`src/cmc_pkg.sv`:
```
package cmc_pkg;
  // register byte address is the register index times four
  localparam logic [7:0] CMC_IDX_INTCTL = 8'h0B;
  localparam logic [7:0] CMC_IDX_TRIS = 8'h85;
  localparam logic [7:0] CMC_IDX_CMCTL = 8'h1F;
  localparam logic [7:0] CMC_IDX_PFLAG = 8'h0C;
  localparam logic [7:0] CMC_IDX_PEN = 8'h8C;
  localparam logic [7:0] CMC_IDX_PORTA = 8'h05;
  localparam logic [7:0] CMC_IDX_PLATCH = 8'h40;
  localparam logic [7:0] CMC_IDX_SLEEP = 8'h41;
  localparam int CMC_AW = 10;
  localparam logic [9:0] CMC_ADDR_INTCTL = {CMC_IDX_INTCTL, 2'b00};
  localparam logic [9:0] CMC_ADDR_TRIS = {CMC_IDX_TRIS, 2'b00};
  localparam logic [9:0] CMC_ADDR_CMCTL = {CMC_IDX_CMCTL, 2'b00};
  localparam logic [9:0] CMC_ADDR_PFLAG = {CMC_IDX_PFLAG, 2'b00};
  localparam logic [9:0] CMC_ADDR_PEN = {CMC_IDX_PEN, 2'b00};
  localparam logic [9:0] CMC_ADDR_PORTA = {CMC_IDX_PORTA, 2'b00};
  localparam logic [9:0] CMC_ADDR_PLATCH = {CMC_IDX_PLATCH, 2'b00};
  localparam logic [9:0] CMC_ADDR_SLEEP = {CMC_IDX_SLEEP, 2'b00};
  // field positions
  localparam int CMC_OUT1_BIT = 6;
  localparam int CMC_OUT2_BIT = 7;
  localparam int CMC_FLAG_BIT = 6;
  localparam int CMC_CEN_BIT = 6;
  localparam int CMC_PERIPH_EN_BIT = 6;
  localparam int CMC_GLOBAL_EN_BIT = 7;
  localparam int CMC_PIN3 = 3;
  localparam int CMC_PIN4 = 4;
  // reset values
  localparam logic [7:0] CMC_INTCTL_RST = 8'h00;
  localparam logic [4:0] CMC_TRIS_RST = 5'h1F;
  localparam logic [5:0] CMC_CMCTL_RST = 6'h00;
  localparam logic [4:0] CMC_PLATCH_RST = 5'h00;
  // modes
  localparam logic [2:0] CMC_MODE_RESET = 3'h0;
  localparam logic [2:0] CMC_MODE_PINOUT = 3'h6;
  localparam logic [2:0] CMC_MODE_OFF = 3'h7;
  // analog mask, one nibble per mode for pins zero to three, mid modes configurable
  localparam logic [31:0] CMC_ANALOG_MAP_DEF = 32'hF00F_FFFF;

  typedef struct packed {
    logic rd;
    logic wr;
    logic [9:0] addr;
    logic [7:0] wdata;
  } cmc_req_type;
endpackage : cmc_pkg

```
`src/cmc_ctrl.sv`:
```
`timescale 1ns/1ns
// Contract
// eight comparator modes selected by a three-bit field in the control register
// comparator outputs read at control bits 7:6, writes ignored there
// mode 110 drives pins three and four with raw comparator outputs
// direction bits still enable pin drivers while outputs are routed
// direction register sets comparator pin direction in every mode
// port reads return zero on pins that the mode makes analog
// flag bit six set when either output differs from its reference
// software clears flag by writing zero; writing one sets it
// request reaches core only with change, peripheral and global enables set
// flag still sets when any enable is clear
// change coinciding with control read may be missed; not replicated here
// any control register access reloads reference, ending mismatch
// flag keeps setting while mismatch lasts
// comparators run in sleep; enabled interrupt wakes device
// mode 111 powers both comparators off
// wake from sleep keeps control register unchanged
// reset returns control register to zero, mode 000 all analog; the code makes pins zero to three analog and keeps pin four digital
// comparators held powered down while reset asserted
// software disables the interrupt while changing modes
// synchronised outputs compared each cycle against reference latch
// pin mapping for middle modes is a configurable decode table
module cmc_ctrl
  import cmc_pkg::*;
#(
  parameter logic [31:0] ANALOG_MAP = CMC_ANALOG_MAP_DEF
) (
  // clock, reset, enable
  input wire logic clk_in,
  input wire logic rst_in,
  input wire logic ce_in,
  // avalon-mm slave
  input wire logic [CMC_AW-1:0] avs_address_in,
  input wire logic avs_read_in,
  input wire logic avs_write_in,
  input wire logic [31:0] avs_writedata_in,
  output logic [31:0] avs_readdata_out,
  output logic avs_waitrequest_out,
  // analog comparator side
  input wire logic [1:0] cmp_raw_in,
  output logic [2:0] cmp_mode_out,
  output logic cmp_power_out,
  // port a pins
  input wire logic [4:0] pin_in,
  output logic [4:0] pin_out,
  output logic [4:0] pin_oe_out,
  // core
  output logic irq_out,
  output logic wake_out
);
  cmc_req_type req;
  logic [7:0] intctl_r;
  logic [4:0] tris_r;
  logic [5:0] cmctl_r;
  logic flag_r;
  logic cen_r;
  logic [4:0] platch_r;
  logic sleep_r;
  logic [1:0] sync1_r;
  logic [1:0] sync2_r;
  logic [1:0] ref_r;
  logic wait_r;
  logic [31:0] rdata_r;
  logic [4:0] pin_r;
  logic [4:0] oe_r;
  logic irq_r;
  logic wake_r;
  logic [2:0] mode_r;
  logic pwr_r;

  // mode zero must leave every comparator pin analog
  if (ANALOG_MAP[3:0] != 4'hF) begin : g_map_check
    $error("analog map must make every pin analog in mode zero");
  end

  assign req = '{rd: avs_read_in, wr: avs_write_in, addr: avs_address_in,
                 wdata: avs_writedata_in[7:0]};

  wire acc = (req.rd | req.wr) & wait_r & ce_in;
  wire wr_go = acc & req.wr;
  wire hit_int = req.addr == CMC_ADDR_INTCTL;
  wire hit_tris = req.addr == CMC_ADDR_TRIS;
  wire hit_cm = req.addr == CMC_ADDR_CMCTL;
  wire hit_pf = req.addr == CMC_ADDR_PFLAG;
  wire hit_pe = req.addr == CMC_ADDR_PEN;
  wire hit_pa = req.addr == CMC_ADDR_PORTA;
  wire hit_pl = req.addr == CMC_ADDR_PLATCH;
  wire hit_sl = req.addr == CMC_ADDR_SLEEP;
  wire [2:0] mode = cmctl_r[2:0];
  wire cm_touch = acc & hit_cm;
  wire mismatch = sync2_r != ref_r;
  wire flag_wr = wr_go & hit_pf;
  // set wins over a software clear
  wire flag_nxt = mismatch | (flag_wr ? req.wdata[CMC_FLAG_BIT] : flag_r);
  // analog pins for the current mode, pin four always digital
  wire [3:0] analog = ANALOG_MAP[{mode, 2'b00} +: 4];
  wire [4:0] pin_rd = pin_in & ~{1'b0, analog};
  wire route = mode == CMC_MODE_PINOUT;
  wire [4:0] drive = route ? {cmp_raw_in[1], cmp_raw_in[0], platch_r[2:0]} : platch_r;
  wire [7:0] cm_view = {sync2_r[1], sync2_r[0], cmctl_r};
  wire irq_nxt = flag_r & cen_r & intctl_r[CMC_PERIPH_EN_BIT] & intctl_r[CMC_GLOBAL_EN_BIT];
  wire wake_nxt = sleep_r & flag_r & cen_r;
  wire pwr_nxt = mode != CMC_MODE_OFF;

  logic [7:0] rsel;
  always_comb begin
    rsel = 8'h00;
    if (hit_int) rsel = {intctl_r[7:1], 1'b0};
    if (hit_tris) rsel = {3'h0, tris_r};
    if (hit_cm) rsel = cm_view;
    if (hit_pf) rsel = {1'b0, flag_r, 6'h00};
    if (hit_pe) rsel = {1'b0, cen_r, 6'h00};
    if (hit_pa) rsel = {3'h0, pin_rd};
    if (hit_pl) rsel = {3'h0, platch_r};
    if (hit_sl) rsel = {7'h00, sleep_r};
  end

  always_ff @(posedge clk_in or posedge rst_in) begin
    if (rst_in) begin
      intctl_r <= CMC_INTCTL_RST;
      tris_r <= CMC_TRIS_RST;
      cmctl_r <= CMC_CMCTL_RST;
      flag_r <= 1'b0;
      cen_r <= 1'b0;
      platch_r <= CMC_PLATCH_RST;
      sleep_r <= 1'b0;
    end else if (ce_in) begin
      if (wr_go & hit_int) intctl_r <= req.wdata;
      if (wr_go & hit_tris) tris_r <= req.wdata[4:0];
      if (wr_go & hit_cm) cmctl_r <= req.wdata[5:0];
      if (wr_go & hit_pe) cen_r <= req.wdata[CMC_CEN_BIT];
      if (wr_go & hit_pl) platch_r <= req.wdata[4:0];
      if (wr_go & hit_sl) sleep_r <= req.wdata[0];
      else if (wake_r) sleep_r <= 1'b0;
      flag_r <= flag_nxt;
    end
  end

  always_ff @(posedge clk_in or posedge rst_in) begin
    if (rst_in) begin
      sync1_r <= 2'h0;
      sync2_r <= 2'h0;
      ref_r <= 2'h0;
    end else if (ce_in) begin
      sync1_r <= cmp_raw_in;
      sync2_r <= sync1_r;
      if (cm_touch) ref_r <= sync2_r;
    end
  end

  always_ff @(posedge clk_in or posedge rst_in) begin
    if (rst_in) begin
      wait_r <= 1'b1;
      rdata_r <= 32'h0000_0000;
    end else if (ce_in) begin
      wait_r <= ~acc;
      if (acc & req.rd) rdata_r <= {24'h000000, rsel};
    end
  end

  always_ff @(posedge clk_in or posedge rst_in) begin
    if (rst_in) begin
      pin_r <= 5'h00;
      oe_r <= 5'h00;
      irq_r <= 1'b0;
      wake_r <= 1'b0;
      mode_r <= CMC_MODE_RESET;
      pwr_r <= 1'b0;
    end else if (ce_in) begin
      pin_r <= drive;
      oe_r <= ~tris_r;
      irq_r <= irq_nxt;
      wake_r <= wake_nxt;
      mode_r <= mode;
      pwr_r <= pwr_nxt;
    end
  end

  assign avs_readdata_out = rdata_r;
  assign avs_waitrequest_out = wait_r;
  assign pin_out = pin_r;
  assign pin_oe_out = oe_r;
  assign irq_out = irq_r;
  assign wake_out = wake_r;
  assign cmp_mode_out = mode_r;
  assign cmp_power_out = pwr_r;
endmodule : cmc_ctrl

```
`config.mk`:
```
export PLATFORM = sky130hd
export DESIGN_NAME = cmc_ctrl
export DESIGN_NICKNAME = d
export VERILOG_FILES = /design/src/cmc_pkg.sv /design/src/cmc_ctrl.sv
export SDC_FILE = /design/constraint.sdc
export NUM_CORES = 1
export LEC_CHECK = 0
export ABC_CLOCK_PERIOD_IN_PS = 1850
export BUFFER_PORTS_ARGS = -buffer_cell sky130_fd_sc_hd__buf_2
export CAP_MARGIN = 10
export CORE_ASPECT_RATIO = 1.1
export CORE_MARGIN = 8
export CORE_UTILIZATION = 25
export DETAILED_ROUTE_END_ITERATION = 8
export HOLD_SLACK_MARGIN = 0.15
export MAX_ROUTING_LAYER = met4
export PLACE_DENSITY = 0.53
export RECOVER_POWER = 25
export SKIP_LAST_GASP = 1
export SLEW_MARGIN = 20
export SYNTH_ARGS = -nofsm -noshare
export SYNTH_HDL_FRONTEND = slang
export SYNTH_SLANG_ARGS = --single-unit
```
`constraint.sdc`:
```
create_clock -name clk_in -period 1.85 [get_ports clk_in]
set_input_delay 0.37 -clock clk_in [delete_from_list [all_inputs] [get_ports clk_in]]
set_output_delay 0.37 -clock clk_in [all_outputs]
set_load 0.01 [all_outputs]
```
==> key figures, run 1 <==
Status
  • Outcome: completed

Power
  • Worst vdd ir: 370 µV
  • Leakage: 1.89 nW
  • PwrDens: 919 nW/µm²

Timing
  • Slew @ Worst Pin: 0.796 ns
  • Final setup violation count: 0
  • Layout Skew: 0.00347 ns
  • Slew HR: 0.469
  • Max Clk Rate: 584 MHz
  • Final Critical Period: 1.71 ns
  • Final slew viol count: 0
  • RSZ-0062 raised after global routing: no
  • WHS: 0.284 ns
  • Period utilisation layout: 0.926
  • Setup ws final: 0.137 ns
  • Final hold violation count: 0
  • Setup TNS: 0 ns

Clocking
  • Number of setup buffers added after CTS: 0
  • Clk_lat worst skew: 0.33 ns
  • CTS sink count: 57
  • Longest Clk Path Bufs: 2
  • Cts bufs inserted: 9
  • Worst-path clk slew: 0.05 ns
  • CTS tree: done
  • Clock root buffer: clkbuf_16
  • Number of H-tree levels: 3

Cells and area
  • Nets: 405
  • Area Growth Syn to Fin: 29.8%
  • Cell area after layout: 3890 µm²
  • Antenna cells: 0
  • Fill cells: 1235
  • Final core occ: 0.328
  • Layout cell share with drive strength beyond 1: 0.435

Critical path
  • Setup crit start: avs_waitrequest_out
  • Worst flop-to-flop path startpoint: avs_waitrequest_out
  • CP Capture Type: flip-flop
  • CP Data Required Time: 2.10 ns
  • Crit Path Class: flip-flop to flip-flop
  • Arrival time worst endpoint: 1.96 ns
  • CP max FO: 5
  • Crit start category: flip-flop

Place
  • IO Port Bufs: 54
  • Area after DPL: 3560 µm²
  • Post-DP HPWL: 6.41 mm
  • Routability congestion estimate: 0.838
  • Place WS: -0.157 ns

Floorplan
  • # rows: 42
  • Die area: 15800 µm²
  • I/O pins: 103
  • Die width: 120 µm
  • Initial Utilization: 0.252
  • Die height: 131 µm
  • CORE AREA: 11900 µm²

Logic synthesis
  • Avg Cell Area, Syn: 11.3 µm²
  • Unique masters post-synth: 51
  • Post-synthesis async set-or-reset flop share: 1.00
  • #FFs+latches synth: 57
  • Post-Synthesis Cell Area: 3000 µm²
  • Seq/Total Area, Yosys: 0.478
  • Post-synthesis instance total: 266
  • Main synth FF type: dfrtp_1
  • Syn. warnings: 0
  • Synth top area cells: dfrtp_1 (43%), mux2_2 (12%), buf_4 (6.0%)
  • Post-synth top area cell: dfrtp_1
  • Yosys top cell area share: 0.426
  • Post-synth EDFFs: 0

Global route
  • Grt ovf: 0
  • First-pass GRT wire length: 13.2 mm
  • Vias in the first global route: 2435
  • Total Routing Usage GR: 0.113
  • Initial antenna violation count: 0
  • Largest net degree at the start of global routing: 58

Min path
  • Hold_sp: avs_writedata_in[7]
  • Tightest Hold Check Type: input port to flip-flop

Drt
  • Routed vias/inst: 4.51
  • Initial DRC Count: 78
  • Number of vias in the routed layout: 2289
  • DRC: 0
  • Final WL: 8.22 mm
  • Drt first pass iters: 4
  • Routed Antenna Nets: 0
  • Wire per inst: 16.2 µm

Flow run
  • Max capacitance violation total: 0
worst max-delay path, cell delays in order (launching register included):
cell     delay (ns)
dfstp_2        0.52
and3_1         0.28
buf_4          0.18
nand4_1        0.28
mux2_2         0.38
cell usage after synthesis, types with 2 or more instances:
library cell and count:
dfrtp_1 51, o31ai_1 2, nor3b_1 5, and3_1 5
a221o_2 3, buf_2 4, nor2_1 19, a22oi_1 3
nand3_1 5, nand2_1 11, mux2_2 32, ha_1 2
nor4b_4 2, mux2i_1 5, a31oi_1 4, inv_1 7
and2_1 4, buf_4 24, xor2_1 2, o21a_1 2
a21oi_1 9, clkbuf_1 8, o21ai_0 3, nor2b_1 3
a311oi_1 3, mux2_4 5, nor3_1 3, nand4_1 8
dfstp_2 6, o211ai_1 5
layout by cell type (no fill, tap or decap), types with 4 or more instances in the layout:
cell / netlist / layout
buf_2: 4 / 54
dfrtp_1: 51 / 50
mux2_2: 32 / 32
buf_4: 24 / 30
conb_1: 1 / 24
nor2_1: 19 / 19
nand2_1: 11 / 11
a21oi_1: 9 / 9
clkbuf_16: 0 / 9
nand4_1: 8 / 8
inv_1: 7 / 7
dfstp_2: 6 / 6
and3_1: 5 / 5
mux2_4: 5 / 5
nand3_1: 5 / 5
nor3b_1: 5 / 5
o211ai_1: 5 / 5
mux2i_1: 5 / 5
a31oi_1: 4 / 4
and2_1: 4 / 4
per-layer routing:
metal / share of wire / GRT usage
met1: 0.45 / 0.141
met2: 0.45 / 0.166
met3: 0.087 / 0.0387
met4: 0.013 / 0.0419
met5: 0 / -
report_power, final:
group / internal [mW] / switching [mW] / total (mW)
clock network: 1.32 / 0.587 / 1.90
registers: 1.30 / 0.0316 / 1.34
logic: 0.137 / 0.204 / 0.341
total: 2.76 / 0.822 / 3.58
registers in the layout (all words and copies together), names as in the netlist, 2 cells and up:
name              count
cmctl_r               6
pin_out               5
avs_readdata_out      8
ref_r                 2
platch_r              5
pin_oe_out            5
sync2_r               2
intctl_r              7
tris_r                5
cmp_mode_out          3
sync1_r               2
what timing repair did:
action,in CTS,in global routing
resized for setup,0,1
endpoints found under the setup margin,0,3
hold buffers,1,0
endpoints found under the hold margin,51,0
metrics by stage:
| step | cells | power (mW) |
|---|---|---|
| after floorplan | 289 | 1.58 |
| after global placement | 491 | 1.70 |
| after detailed placement | 491 | 1.71 |
| after CTS | 508 | 3.63 |
| after global routing | 508 | 3.73 |
| final | 508 | 3.58 |
logic make-up (layout without fill, tap and decap cells):
logic type	Yosys count	after routing	synth area share
flip-flops	57	57	0.478
buffers and inverters	46	111	0.0922
AND/OR/NAND/NOR	74	74	0.149
XOR/XNOR	2	2	0.00584
multiplexers	42	42	0.162
adder cells (fa/ha/maj)	2	2	0.00835
AO/OA/AOI/OAI	42	42	0.103
other	1	24	0.00125
final timing paths:
kind,to,slack [ns],cells past startpoint
max,tris_r[3],0.14,4
min,intctl_r[7],0.28,2
max reg2reg,tris_r[3],0.14,4
min reg2reg,avs_readdata_out[7],0.47,2
max in group asynchronous,cmctl_r[0],0.44,4
min in group asynchronous,pin_out[3],0.84,4
area by class of cell:
cell class / instances / area [µm²] / area share
sequential: 57 / 1440 / 0.369
multi-input combinational: 186 / 1370 / 0.353
timing repair buffer: 88 / 522 / 0.134
clock buffer: 9 / 225 / 0.0579
tap: 154 / 193 / 0.0495
clock inverter: 7 / 118 / 0.0302
inverter: 7 / 26.3 / 0.00675
No activity file was read; power rests on OpenSTA's default activity.
==> run 2: changes to the inputs <==
--- a/config.mk
+++ b/config.mk
@@ -6,15 +6,14 @@
 export NUM_CORES = 1
 export LEC_CHECK = 0
 export ABC_CLOCK_PERIOD_IN_PS = 1850
-export BUFFER_PORTS_ARGS = -buffer_cell sky130_fd_sc_hd__buf_2
 export CAP_MARGIN = 10
 export CORE_ASPECT_RATIO = 1.1
-export CORE_MARGIN = 8
 export CORE_UTILIZATION = 25
 export DETAILED_ROUTE_END_ITERATION = 8
+export DONT_BUFFER_PORTS = 1
 export HOLD_SLACK_MARGIN = 0.15
 export MAX_ROUTING_LAYER = met4
-export PLACE_DENSITY = 0.53
+export PLACE_DENSITY = 0.46
 export RECOVER_POWER = 25
 export SKIP_LAST_GASP = 1
 export SLEW_MARGIN = 20
==> key figures, run 2 (synthesis results as in run 1) <==
Status
  • Outcome: completed

Floorplan
  • Die height: 117 µm (-11%)
  • CORE AREA: 11600 µm² (-2.4%)
  • Die width: 106 µm (-12%)
  • I/O pins: 103 (unchanged)
  • Die area: 12400 µm² (-21%)
  • Initial Utilization: 0.259 (+0.00616)
  • # rows: 41 (-2.4%)

Power
  • Flop pwr share: 0.409 (+0.036)
  • Switch share: 0.233 (+0.00272)
  • Worst vdd ir: 366 µV (-1.2%)
  • Leakage: 1.61 nW (-15%)
  • PwrDens: 945 nW/µm² (+2.8%)
  • P_sw: 0.775 mW (-5.8%)
  • Total power: 3.33 mW (-6.9%)
  • Clock share of power: 0.530 (-0.002)
  • Internal Power: 2.56 mW (-7.2%)
  • Combinational power share: 0.061 (-0.034)

Timing
  • Final hold violation count: 0 (unchanged)
  • Period utilisation layout: 0.918 (-0.00810)
  • Setup TNS: 0 ns (unchanged)
  • Final slew viol count: 0 (unchanged)
  • Setup ws final: 0.152 ns (+0.0150 ns)
  • Final setup violation count: 0 (unchanged)
  • Slew @ Worst Pin: 0.800 ns (+0.00349 ns)
  • Slew HR: 0.467 (-0.00233)
  • Final Critical Period: 1.70 ns (-0.0150 ns)
  • RSZ-0062 raised after global routing: no
  • WHS: 0.174 ns (-0.109 ns)
  • Layout Skew: 0.00604 ns (+0.00257 ns)
  • Max Clk Rate: 589 MHz (+0.88%)

Critical path
  • Slowest-stage cell, CP: dfstp_2
  • CP Data Required Time: 2.10 ns (about the same)
  • Slowest stage delay, CP: 0.52 ns (about the same)
  • Arrival time worst endpoint: 1.95 ns (about the same)
  • Top delay family on crit path: simple AND/OR/NAND/NOR gates
  • Crit start category: flip-flop
  • R2R Setup Slk: 0.15 ns (about the same)
  • Crit path buf inv count: 1 (unchanged)
  • Crit Path Class: flip-flop to flip-flop
  • CP max FO: 5 (unchanged)
  • CP Capture Type: flip-flop
  • CP Cell Sequence: and3_1, buf_4, nand4_1, mux2_2

Drt
  • Routed vias/inst: 4.65 (+3.3%)
  • Initial DRC Count: 93 (+19%)
  • Final WL: 7.89 mm (-3.9%)
  • DRC: 0 (unchanged)
  • Drt first pass iters: 4 (unchanged)
  • Wire per inst: 17.9 µm (+11%)
  • Number of vias in the routed layout: 2052 (-10%)
  • Routed Antenna Nets: 0 (unchanged)

Cells and area
  • Commonest non-fill, non-tap cell in the layout: dfrtp_1
  • Final core occ: 0.304 (-0.0236)
  • Layout cell share with drive strength beyond 1: 0.306 (-0.129)
  • Commonest cells after routing, fill and taps aside: dfrtp_1 (51), mux2_2 (32), conb_1 (24), buf_4 (22), nor2_1 (19)
  • Nets: 342 (-16%)
  • Largest register FFs: 8 (unchanged)
  • Area Growth Syn to Fin: 17.6%
  • Antenna cells: 0 (unchanged)
  • Cell area after layout: 3530 µm² (-9.4%)
  • Final cell count without fillers: 441 (-13%)

Global route
  • Largest net degree at the start of global routing: 58 (unchanged)
  • Initial antenna violation count: 0 (unchanged)
  • First-pass GRT wire length: 12.5 mm (-5.8%)
  • Grt ovf: 0 (unchanged)
  • Total Routing Usage GR: 0.141 (+0.0285)
  • Vias in the first global route: 2124 (-13%)

Place
  • IO Port Bufs: 0 (-100%)
  • Post-DP HPWL: 5.76 mm (-10%)
  • Area after DPL: 3210 µm² (-9.8%)
  • DP Cell Count: 423 (-14%)
  • Place WS: -0.0399 ns (+0.117 ns)
  • Routability congestion estimate: 0.848 (+1.2%)

Clocking
  • Longest Clk Path Bufs: 2 (unchanged)
  • Worst-path clk slew: 0.05 ns (about the same)
  • Cts bufs inserted: 9 (unchanged)
  • Clock root buffer: clkbuf_16
  • Clk_lat worst skew: 0.33 ns (about the same)
  • CTS tree: done
  • Number of H-tree levels: 3 (unchanged)
  • CTS sink count: 57 (unchanged)

Flow run
  • Max capacitance violation total: 0 (unchanged)

Min path
  • Tightest Hold Check Type: input port to flip-flop
[run 2: cell type report]
| cell class | instances | area (µm²) |
|---|---|---|
| clock inverter | 6 | 82.6 |
| inverter | 7 | 26.3 |
| clock buffer | 10 | 229 |
| multi-input combinational | 186 | 1370 |
| timing repair buffer | 25 | 193 |
| tap | 150 | 188 |
| sequential | 57 | 1430 |
| fill | 1204 | 8070 |
[run 2: repair_timing]
action / in CTS / in global routing
buffers inserted: 0 / 0
hold buffers: 2 / 0
resized for setup: 0 / 0
endpoints found under the setup margin: 0 / 0
hold endpoints to repair: 60 / 0
[run 2: power by group through the flow]
stage	Combinational, mW	Sequential, mW	Clock, mW
after floorplan	0.207	1.37	0
after global placement	0.200	1.38	0
after detailed placement	0.203	1.39	0
after CTS	0.211	1.36	1.80
after global routing	0.227	1.37	1.86
final	0.203	1.36	1.77
[run 2: routing by layer]
layer  GRT usage  vias up  routed length [µm]
met4      0.0621        0                 127
met5           -        -                   0
met2       0.206       81                3660
li1            -      963                   -
met1       0.175      999                3520
met3      0.0532        9                 587
[run 2: final timing paths]
| kind | startpoint | endpoint | cells past startpoint |
|---|---|---|---|
| worst max-delay path | avs_waitrequest_out | tris_r[3] | 4 |
| worst min-delay path | ce_in | wake_out | 1 |
| worst max register to register | avs_waitrequest_out | tris_r[3] | 4 |
| worst min register to register | intctl_r[1] | intctl_r[1] | 1 |
| max in group asynchronous | rst_in | intctl_r[5] | 3 |
| min in group asynchronous | rst_in | pin_out[4] | 3 |
